**config.mk**
```make
export PLATFORM = sky130hd
export DESIGN_NAME = stx_tx_port
export DESIGN_NICKNAME = d
export VERILOG_FILES = /design/src/stx_pkg.sv /design/src/stx_char_if.sv /design/src/stx_capture.sv /design/src/stx_tx_port.sv
export SDC_FILE = /design/constraint.sdc
export NUM_CORES = 1
export LEC_CHECK = 0
export BUFFER_PORTS_ARGS = -buffer_cell sky130_fd_sc_hd__buf_2
export CORE_MARGIN = 8
export CORE_UTILIZATION = 40
export DETAILED_ROUTE_END_ITERATION = 8
export PLACE_DENSITY = 0.59
export SYNTH_ARGS = -nofsm -noshare
export SYNTH_HDL_FRONTEND = slang
export SYNTH_SLANG_ARGS = --single-unit
export TNS_END_PERCENT = 50
```
**constraint.sdc**
```tcl
create_clock -name mclk -period 7.1 [get_ports mclk]
set_clock_uncertainty 0.15 [all_clocks]
set_input_delay 2.13 -clock mclk [delete_from_list [all_inputs] [get_ports mclk]]
set_output_delay 2.13 -clock mclk [all_outputs]
set_load 0.02 [all_outputs]
```
**src/stx_pkg.sv**
```systemverilog
// stx_pkg: constants, register map and types for the transmit input port
// assumes: one clock domain (mclk), AXI4-Lite register access
package stx_pkg;
	localparam int CHAR_W    = 8;
	localparam int CTRL_W    = 2;
	localparam int SYM_W     = 10;
	localparam int AXI_AW    = 8;
	localparam int AXI_DW    = 32;
	localparam int PASS_NORM = 511;
	localparam int PASS_LONG = 527;
	localparam int CNT_W     = 10;
	// register byte addresses
	localparam logic [AXI_AW-1:0] CFG_ADDR  = 8'h00;
	localparam logic [AXI_AW-1:0] STAT_ADDR = 8'h04;
	localparam logic [AXI_AW-1:0] IRQS_ADDR = 8'h08;
	localparam logic [AXI_AW-1:0] IMSK_ADDR = 8'h0c;
	localparam logic [AXI_AW-1:0] CMD_ADDR  = 8'h10;
	localparam logic [AXI_AW-1:0] LAST_ADDR = 8'h14;
	// cfg fields
	localparam int CFG_CLKSEL  = 0;
	localparam int CFG_BYPASS  = 1;
	localparam int CFG_BISTN   = 2;
	localparam int CFG_RXSEL   = 3;
	localparam int CFG_OE1     = 4;
	localparam int CFG_OE2     = 5;
	localparam int CFG_HALF    = 6;
	localparam int CFG_W       = 7;
	localparam logic [CFG_W-1:0] CFG_RST = 7'h34;
	// cmd fields (write pulses)
	localparam int CMD_RECENTRE = 0;
	localparam int CMD_SYNC     = 1;
	// irq status / mask fields
	localparam int EV_BUFERR = 0;
	localparam int EV_PASS   = 1;
	localparam int EV_NOREF  = 2;
	localparam int EV_W      = 3;
	// axi responses
	localparam logic [1:0] RESP_OKAY   = 2'h0;
	localparam logic [1:0] RESP_SLVERR = 2'h2;
	// control field codes with encoder enabled
	localparam logic [1:0] CT_DATA    = 2'h0;
	localparam logic [1:0] CT_SPECIAL = 2'h1;
	localparam logic [1:0] CT_REPLACE = 2'h2;
	localparam logic [1:0] CT_ERRCHR  = 2'h3;
	typedef enum logic [2:0] {
		STX_KIND_DATA    = 3'b001,
		STX_KIND_SPECIAL = 3'b010,
		STX_KIND_REPL    = 3'b100
	} stx_kind_e;
endpackage

```
**src/stx_char_if.sv**
```systemverilog
// stx_char_if: captured character handed from capture to error/bist logic
// assumes: both ends on mclk
`timescale 1ns/1ps
interface stx_char_if;
	logic                   valid;
	logic [stx_pkg::SYM_W-1:0] sym;
	logic                   bypass;
	modport src (output valid, output sym, output bypass);
	modport dst (input valid, input sym, input bypass);
endinterface // stx_char_if

```
**src/stx_capture.sv**
```systemverilog
// stx_capture: samples character and control on the selected character clock
// assumes: clock strobes already synchronised to mclk
`timescale 1ns/1ps
module stx_capture
	import stx_pkg::*;
(
	input  wire logic              mclk,
	input  wire logic              sys_rst,
	input  wire logic              charStb,
	input  wire logic [CHAR_W-1:0] charIn,
	input  wire logic [CTRL_W-1:0] ctrlIn,
	input  wire logic              bypass,
	stx_char_if.src                out
);
	logic             valid, next_valid;
	logic [SYM_W-1:0] sym, next_sym;
	logic             byp, next_byp;

	always_comb begin
		next_valid = charStb;
		next_sym = sym;
		next_byp = byp;
		if (charStb) begin
			// control bits on top form the raw 10-bit symbol in bypass
			next_sym = {ctrlIn, charIn};
			next_byp = bypass;
		end
	end

	always_ff @(posedge mclk) begin
		if (sys_rst) begin
			valid <= 1'b0;
			sym <= '0;
			byp <= 1'b0;
		end else begin
			valid <= next_valid;
			sym <= next_sym;
			byp <= next_byp;
		end
	end

	assign out.valid = valid;
	assign out.sym = sym;
	assign out.bypass = byp;

	capt_hold_a: assert property (@(posedge mclk) disable iff (sys_rst)
		!charStb |=> $stable(sym))
		else $error("symbol changed without a capture strobe");
endmodule // stx_capture

```
**src/stx_tx_port.sv**
```systemverilog
// stx_tx_port: per-channel transmit character input port with error output
// assumes: pins are asynchronous to mclk; registers over AXI4-Lite
//
// Decided for this implementation: the AXI4-Lite slave port and the register addresses.
`timescale 1ns/1ps
module stx_tx_port
	import stx_pkg::*;
#(
	parameter int REF_TMO = 16
)(
	input  wire logic              mclk,
	input  wire logic              sys_rst,
	input  wire logic [CHAR_W-1:0] txCharIn,
	input  wire logic [CTRL_W-1:0] txCtrlFieldIn,
	input  wire logic              txInputClk,
	input  wire logic              refClkIn,
	output logic                   txErrorFlag,
	output logic [SYM_W-1:0]       txSym,
	output logic [2:0]             txKind,
	output logic                   txSymValid,
	output logic                   irq,
	input  wire logic [AXI_AW-1:0] s_axi_awaddr,
	input  wire logic              s_axi_awvalid,
	output logic                   s_axi_awready,
	input  wire logic [AXI_DW-1:0] s_axi_wdata,
	input  wire logic [3:0]        s_axi_wstrb,
	input  wire logic              s_axi_wvalid,
	output logic                   s_axi_wready,
	output logic [1:0]             s_axi_bresp,
	output logic                   s_axi_bvalid,
	input  wire logic              s_axi_bready,
	input  wire logic [AXI_AW-1:0] s_axi_araddr,
	input  wire logic              s_axi_arvalid,
	output logic                   s_axi_arready,
	output logic [AXI_DW-1:0]      s_axi_rdata,
	output logic [1:0]             s_axi_rresp,
	output logic                   s_axi_rvalid,
	input  wire logic              s_axi_rready
);
	function automatic logic mapped(input logic [AXI_AW-1:0] a);
		return (a < LAST_ADDR) && (a[1:0] == 2'h0);
	endfunction

	stx_char_if chr();

	// pin synchronisers; first stage feeds only the second
	logic [CHAR_W-1:0] dS1, dS2;
	logic [CTRL_W-1:0] cS1, cS2;
	logic [2:0]        tS1, tS2;
	logic [2:0]        rS1, rS2;
	logic              tS3, rS3;

	// registers
	logic [CFG_W-1:0] cfg, next_cfg;
	logic [EV_W-1:0]  imsk, next_imsk;
	logic [EV_W-1:0]  irqs, next_irqs;
	logic             bufErr, next_bufErr;
	logic             syncPend, next_syncPend;
	logic             ovf, next_ovf;
	logic [CNT_W-1:0] passCnt, next_passCnt;
	logic [CNT_W-1:0] refCnt, next_refCnt;
	logic             refLost, next_refLost;
	logic             err, next_err;
	logic [SYM_W-1:0] sym, next_sym;
	logic [2:0]       kind, next_kind;
	logic             symV, next_symV;

	// axi state
	logic             awr, next_awr, wr, next_wr;
	logic [AXI_AW-1:0] awa, next_awa;
	logic [AXI_DW-1:0] wd, next_wd;
	logic [3:0]       ws, next_ws;
	logic             bv, next_bv;
	logic [1:0]       br, next_br;
	logic             rv, next_rv;
	logic [1:0]       rr, next_rr;
	logic [AXI_DW-1:0] rd, next_rd;
	logic             arr, next_arr;
	logic             awRdy, next_awRdy, wRdy, next_wRdy;

	always_ff @(posedge mclk) begin
		if (sys_rst) begin
			dS1 <= '0; dS2 <= '0; cS1 <= '0; cS2 <= '0;
			tS1 <= '0; tS2 <= '0; rS1 <= '0; rS2 <= '0;
			tS3 <= 1'b0; rS3 <= 1'b0;
		end else begin
			dS1 <= txCharIn; dS2 <= dS1;
			cS1 <= txCtrlFieldIn; cS2 <= cS1;
			tS1 <= {2'h0, txInputClk}; tS2 <= tS1; tS3 <= tS2[0];
			rS1 <= {2'h0, refClkIn}; rS2 <= rS1; rS3 <= rS2[0];
		end
	end

	logic tRise, rRise, rFall, refEdge, charStb;
	always_comb begin
		tRise = tS2[0] & ~tS3;
		rRise = rS2[0] & ~rS3;
		rFall = ~rS2[0] & rS3;
		refEdge = rRise | rFall;
		// zero picks the transmit input clock, else reference clock
		if (!cfg[CFG_CLKSEL])
			charStb = tRise;
		else if (cfg[CFG_HALF])
			charStb = refEdge;
		else
			charStb = rRise;
	end

	stx_capture u_cap (
		.mclk    (mclk),
		.sys_rst (sys_rst),
		.charStb (charStb),
		.charIn  (dS2),
		.ctrlIn  (cS2),
		.bypass  (cfg[CFG_BYPASS]),
		.out     (chr)
	);

	// write decode
	logic wrFire, wrOk, rdFire, cmdRecentre, cmdSync;
	logic [AXI_DW-1:0] rdVal;
	logic pdown, passPulse, passEnd;
	logic [CNT_W-1:0] passLen;
	logic [EV_W-1:0] ev;
	always_comb begin
		wrFire = awr & wr & ~bv;
		wrOk = mapped(awa);
		cmdRecentre = wrFire && awa == CMD_ADDR && wd[CMD_RECENTRE] && ws[0];
		cmdSync = wrFire && awa == CMD_ADDR && wd[CMD_SYNC] && ws[0];
		rdFire = arr & ~rv;
		pdown = ~cfg[CFG_OE1] & ~cfg[CFG_OE2];
		passLen = cfg[CFG_RXSEL] ? CNT_W'(PASS_LONG - 1)
			: CNT_W'(PASS_NORM - 1);
		// >= so a shorter pass picked mid-count still wraps
		passEnd = chr.valid && passCnt >= passLen;
		passPulse = passEnd && !cfg[CFG_BISTN];
		// phase buffer: char strobe while the previous symbol is still being sent and none is captured
		next_ovf = charStb & symV & ~chr.valid;
		// reference watchdog: no rising edge for REF_TMO cycles means absent
		next_refCnt = rRise ? '0 : refCnt;
		if (!rRise && refCnt != CNT_W'(REF_TMO))
			next_refCnt = refCnt + CNT_W'(1);
		next_refLost = (next_refCnt == CNT_W'(REF_TMO));
		ev = '0;
		ev[EV_BUFERR] = ovf;
		ev[EV_PASS] = passPulse;
		ev[EV_NOREF] = next_refLost & ~refLost;
		case (s_axi_araddr)
			CFG_ADDR:  rdVal = {{(AXI_DW-CFG_W){1'b0}}, cfg};
			STAT_ADDR: rdVal = {28'h0, refLost, pdown, bufErr, err};
			IRQS_ADDR: rdVal = {{(AXI_DW-EV_W){1'b0}}, irqs};
			IMSK_ADDR: rdVal = {{(AXI_DW-EV_W){1'b0}}, imsk};
			default:   rdVal = 32'h0;
		endcase
	end

	always_comb begin
		next_cfg = cfg;
		next_imsk = imsk;
		if (wrFire && ws[0] && awa == CFG_ADDR)
			next_cfg = wd[CFG_W-1:0];
		if (wrFire && ws[0] && awa == IMSK_ADDR)
			next_imsk = wd[EV_W-1:0];
		// read clears; a new event in the same cycle still lands
		next_irqs = irqs;
		if (rdFire && s_axi_araddr == IRQS_ADDR)
			next_irqs = '0;
		next_irqs = next_irqs | ev;
		// buffer error sticks until recentre or word sync sent
		next_bufErr = bufErr;
		next_syncPend = syncPend | cmdSync;
		if (syncPend && chr.valid) begin
			next_bufErr = 1'b0;
			next_syncPend = 1'b0;
		end
		if (cmdRecentre)
			next_bufErr = 1'b0;
		if (ovf)
			next_bufErr = 1'b1;
		next_passCnt = passCnt;
		if (cfg[CFG_BISTN])
			next_passCnt = '0;
		else if (chr.valid)
			next_passCnt = passEnd ? '0 : passCnt + CNT_W'(1);
		// error output priority: no ref, powered down, bist, buffer
		if (refLost)
			next_err = 1'b1;
		else if (pdown)
			next_err = 1'b1;
		else if (!cfg[CFG_BISTN])
			next_err = passPulse;
		else
			next_err = next_bufErr;
		next_sym = sym;
		next_kind = kind;
		next_symV = chr.valid ? 1'b1 : 1'b0;
		if (chr.valid) begin
			next_sym = chr.sym;
			if (chr.bypass)
				next_kind = STX_KIND_DATA;
			else begin
				case (chr.sym[SYM_W-1:CHAR_W])
					CT_DATA:    next_kind = STX_KIND_DATA;
					CT_SPECIAL: next_kind = STX_KIND_SPECIAL;
					CT_REPLACE: next_kind = STX_KIND_REPL;
					CT_ERRCHR:  next_kind = STX_KIND_REPL;
					default:    next_kind = STX_KIND_DATA;
				endcase
			end
		end
	end

	// axi slave: aw/w accepted in either order, response after both
	always_comb begin
		next_awr = awr;
		next_awa = awa;
		next_wr = wr;
		next_wd = wd;
		next_ws = ws;
		next_bv = bv;
		next_br = br;
		if (s_axi_awvalid && awRdy) begin
			next_awr = 1'b1;
			next_awa = s_axi_awaddr;
		end
		if (s_axi_wvalid && wRdy) begin
			next_wr = 1'b1;
			next_wd = s_axi_wdata;
			next_ws = s_axi_wstrb;
		end
		if (wrFire) begin
			next_bv = 1'b1;
			next_br = wrOk ? RESP_OKAY : RESP_SLVERR;
		end
		if (bv && s_axi_bready) begin
			next_bv = 1'b0;
			next_awr = 1'b0;
			next_wr = 1'b0;
		end
		// ready comes from a flop: high while the holding slot is free
		next_awRdy = ~next_awr;
		next_wRdy = ~next_wr;
		next_arr = 1'b0;
		next_rv = rv;
		next_rr = rr;
		next_rd = rd;
		if (s_axi_arvalid && !rv && !arr)
			next_arr = 1'b1;
		if (rdFire && s_axi_arvalid) begin
			next_rv = 1'b1;
			next_rd = rdVal;
			next_rr = mapped(s_axi_araddr) ? RESP_OKAY : RESP_SLVERR;
		end
		if (rv && s_axi_rready)
			next_rv = 1'b0;
	end

	always_ff @(posedge mclk) begin
		if (sys_rst) begin
			cfg <= CFG_RST; imsk <= '0; irqs <= '0;
			bufErr <= 1'b0; syncPend <= 1'b0; ovf <= 1'b0;
			passCnt <= '0; refCnt <= '0; refLost <= 1'b0;
			err <= 1'b0; sym <= '0; kind <= STX_KIND_DATA; symV <= 1'b0;
			awr <= 1'b0; awa <= '0; wr <= 1'b0; wd <= '0; ws <= '0;
			bv <= 1'b0; br <= RESP_OKAY; rv <= 1'b0; rr <= RESP_OKAY;
			rd <= '0; arr <= 1'b0; irq <= 1'b0;
			awRdy <= 1'b0; wRdy <= 1'b0;
		end else begin
			cfg <= next_cfg; imsk <= next_imsk; irqs <= next_irqs;
			bufErr <= next_bufErr; syncPend <= next_syncPend;
			ovf <= next_ovf; passCnt <= next_passCnt;
			refCnt <= next_refCnt; refLost <= next_refLost;
			err <= next_err; sym <= next_sym; kind <= next_kind;
			symV <= next_symV;
			awr <= next_awr; awa <= next_awa; wr <= next_wr;
			wd <= next_wd; ws <= next_ws; bv <= next_bv; br <= next_br;
			rv <= next_rv; rr <= next_rr; rd <= next_rd; arr <= next_arr;
			awRdy <= next_awRdy; wRdy <= next_wRdy;
			irq <= |(next_irqs & next_imsk);
		end
	end

	assign txErrorFlag = err;
	assign txSym = sym;
	assign txKind = kind;
	assign txSymValid = symV;
	assign s_axi_awready = awRdy;
	assign s_axi_wready = wRdy;
	assign s_axi_bvalid = bv;
	assign s_axi_bresp = br;
	assign s_axi_arready = arr;
	assign s_axi_rvalid = rv;
	assign s_axi_rresp = rr;
	assign s_axi_rdata = rd;

	pdown_err_a: assert property (@(posedge mclk) disable iff (sys_rst)
		$past(pdown) && !$past(sys_rst) |-> err)
		else $error("error low while powered down");
	noref_err_a: assert property (@(posedge mclk) disable iff (sys_rst)
		refLost |=> err)
		else $error("error low with reference absent");
	buferr_set_a: assert property (@(posedge mclk) disable iff (sys_rst)
		ovf |=> bufErr)
		else $error("overflow did not set buffer error");
	buferr_hold_a: assert property (@(posedge mclk) disable iff (sys_rst)
		bufErr && !cmdRecentre && !syncPend |=> bufErr)
		else $error("buffer error dropped early");
	recentre_clr_a: assert property (@(posedge mclk) disable iff (sys_rst)
		cmdRecentre && !ovf |=> !bufErr)
		else $error("recentre did not clear buffer error");
	bist_pulse_a: assert property (@(posedge mclk) disable iff (sys_rst)
		passPulse && !refLost && !pdown |=> err ##1 !err)
		else $error("bist pulse not one cycle");
	pass_len_a: assert property (@(posedge mclk) disable iff (sys_rst)
		passCnt <= CNT_W'(PASS_LONG - 1))
		else $error("pass counter overran");
	bist_mask_a: assert property (@(posedge mclk) disable iff (sys_rst)
		!cfg[CFG_BISTN] && !passPulse && !refLost && !pdown
		&& $stable(cfg) |=> !err)
		else $error("buffer error shown during self-test");
endmodule // stx_tx_port

```
==> results.json <==
{
  "status": "completed",
  "dpl_worst_slack_ns": 2.96,
  "rr_startpoint": "cfg[3]",
  "final_hold_viol_count": 0,
  "slew_headroom_pct": 30.5,
  "dieArea_um2": 16400,
  "io_pins": 128,
  "grt_pass1_wl_mm": 16.9,
  "ys_types": 50,
  "finalWeightedCongestion": 0.783,
  "grt_pass1_vias": 3591,
  "hold_depth": 1,
  "root_buffer": "clkbuf_16",
  "wire_per_inst_um": 12.7,
  "grt-ovfl-total": 0,
  "numCtsBuffers": 17,
  "power_density_nw_per_um2": 276,
  "tns_ns": 0,
  "synth-simple-area-share_pct": 24.1,
  "worstMarginPinSlew_ns": 1.04,
  "layout-drive-gt1-share_pct": 20.1,
  "layout.nets": 687,
  "period_share_pct": 53.3,
  "syn2layout_area_growth_pct": 19.7,
  "synth_ff_type": "dfxtp_1",
  "layout_common_cells": "dfxtp_1, nor2_1, buf_2, nand2_1, a21oi_1",
  "max_cap_viol_count": 0,
  "grt_antenna_before_repair": 0,
  "rows": 41,
  "floorplan.initialDensity_pct": 40.4,
  "h-tree-depth": 4,
  "hold_end": "cS2[1]",
  "synth_edf_count": 0,
  "yosys_warnings": 0,
  "antenna_cells": 0,
  "avgSynthCellArea_um2": 9.32,
  "ff2ff_setup_slack_ns": 4.52,
  "leakage_nw": 2.48,
  "min-delay-start": "cS1[1]",
  "setup_viol": 0,
  "cp_max_fo": 3,
  "insertion_delay_ns": 0.40,
  "crit_type": "input pin to flip-flop",
  "core_um2": 12400,
  "max_freq_mhz": 264,
  "synth_compound_area_share_pct": 7.36,
  "synth_async_sr_flop_share_pct": 0,
  "cp.required_ns": 7.19,
  "finalMaxSlewViolations": 0,
  "ir_drop_uv": 173,
  "ant_nets": 0,
  "rsz0062_at_grt": "false",
  "drt_pass1_iterations": 6,
  "cp.arrival_ns": 3.87,
  "synth_cells": 538,
  "r2r-end": "irq",
  "synth_area_um2": 5020,
  "cts_setup_buffers": 0,
  "hold_slack_ns": 0.285,
  "synth_mux_area_share_pct": 6.76,
  "ys_seq_area_share_pct": 49.1,
  "hpwl_mm": 7.08,
  "viasPerCell": 4.66,
  "die_y_um": 128,
  "cp-start-kind": "input pin",
  "yosys_register_bits": 123,
  "drt-initial-drc-count": 225,
  "end_kind": "flip-flop",
  "grt_max_degree": 105,
  "drc": 0,
  "r2r_cells": 7,
  "synthAdderAreaFrac_pct": 2.74,
  "grt_usage_pct": 12.8,
  "clkTransAtPathRegs_ns": 0.06,
  "postLayoutCoreUtil_pct": 48.3,
  "synth_xor_area_share_pct": 3.32,
  "synth_top_family_by_area": "simple AND/OR/NAND/NOR gates",
  "hold_buffers": 0,
  "io_buffers": 72,
  "fin_crit_ns": 3.78,
  "wirelength_mm": 10.0,
  "cts_sinks": 123,
  "clockBufferDepth": 2,
  "finalWorstSetupSlack_ns": 3.32,
  "vias": 3685,
  "cts_tree": "yes",
  "die_w_um": 128,
  "final_common_cell": "dfxtp_1",
  "cts_resized": 0,
  "hp-class": "flip-flop to flip-flop"
}
## cells by family (layout without fill, tap and decap cells)
kind of cell | Yosys count | in the layout
mux | 30 | 30
xor+xnor | 19 | 19
simple gates | 234 | 234
other cells | 1 | 27
compound gates | 60 | 60
flops | 123 | 123
buf+inv | 60 | 114
fa+ha+maj | 11 | 11
## worst max-delay path, stage by stage
cell and delay (ns):
buf_2 0.10, or4_4 0.53, or4_4 0.53, nor2_1 0.11, nor3_1 0.07, a221oi_2 0.29, o31ai_1 0.12
## power breakdown
| part | switching, mW | internal (mW) |
|---|---|---|
| Combinational | 0.0509 | 0.0303 |
| Sequential | 0.0134 | 0.707 |
| Clock | 0.323 | 0.533 |
## flip-flops by register name (all words and copies together) (netlist names), 3 cells and up
register       count
imsk               3
s_axi_rdata        7
refCnt            10
passCnt           10
dS1                8
txKind             3
wd                 7
txSym             10
awa                8
cfg                7
u_cap.out.sym     10
dS2                8
irqs               3
## synth_stat cells (2+ instances only)
cell type    n  area [µm²]
and3b_1      3        26.3
ha_1        11         138
nor2b_1     30         188
nor3_2       2        20.0
a221oi_2     2        30.0
o21ai_0      4        20.0
or2_2        3        18.8
nand3b_1     6        45.0
nand4_1      8        50.1
nand3_1     24         120
a22oi_1      4        30.0
a21oi_1     37         185
nor4b_1      2        17.5
mux2i_1     26         260
buf_1        7        26.3
xnor2_1      7        61.3
nand2b_1     8        50.1
and3_1       5        31.3
nor3_1       6        30.0
a311oi_1     2        17.5
nor2_1      71         267
xor2_1      12         105
dfxtp_1    123        2460
nand2_1     50         188
clkbuf_1    15        56.3
a31oi_1      2        12.5
nor4_1       3        18.8
or4_4        3        33.8
nand4b_1     2        17.5
buf_2        2        10.0
a211o_1      2        17.5
inv_1        9        33.8
mux4_2       3        67.6
nor3b_1      2        15.0
buf_4       27         203
## through the flow
step                instances  cell area [µm²]  total power, mW
finish                    790             6000             1.66
global route              790             6000             1.72
detailed placement        758             5400            0.817
CTS                       790             6000             1.67
global placement          758             5400            0.815
floorplan                 564             5110            0.804
## metal layers
layer	share of wire [%]	vias to the layer above	GRT usage, %
met5	0	-	0
met4	0.83	0	4.55
met3	6.9	8	5.16
met2	47	79	20.6
met1	45	1684	15.1
li1	-	1914	-
## worst max-delay path by stage
stage	from	to	slack, ns	cells past startpoint
after floorplan	s_axi_araddr[1]	irq	3.19	6
after global placement	s_axi_araddr[1]	irq	2.95	7
after detailed placement	s_axi_araddr[1]	irq	2.96	7
after CTS	s_axi_araddr[1]	irq	3.34	7
after global routing	s_axi_araddr[1]	irq	3.24	7
final	s_axi_araddr[1]	irq	3.32	7
## cell type report
cell class / count / area (µm²)
Clock buffer: 18 / 439
Clock inverter: 14 / 159
Timing Repair Buffer: 73 / 370
Fill cell: 1190 / 6410
Tap cell: 172 / 215
Sequential cell: 123 / 2460
Multi-Input combinational cell: 381 / 2320
Inverter: 9 / 33.8
(Power assumes the default switching activity.)
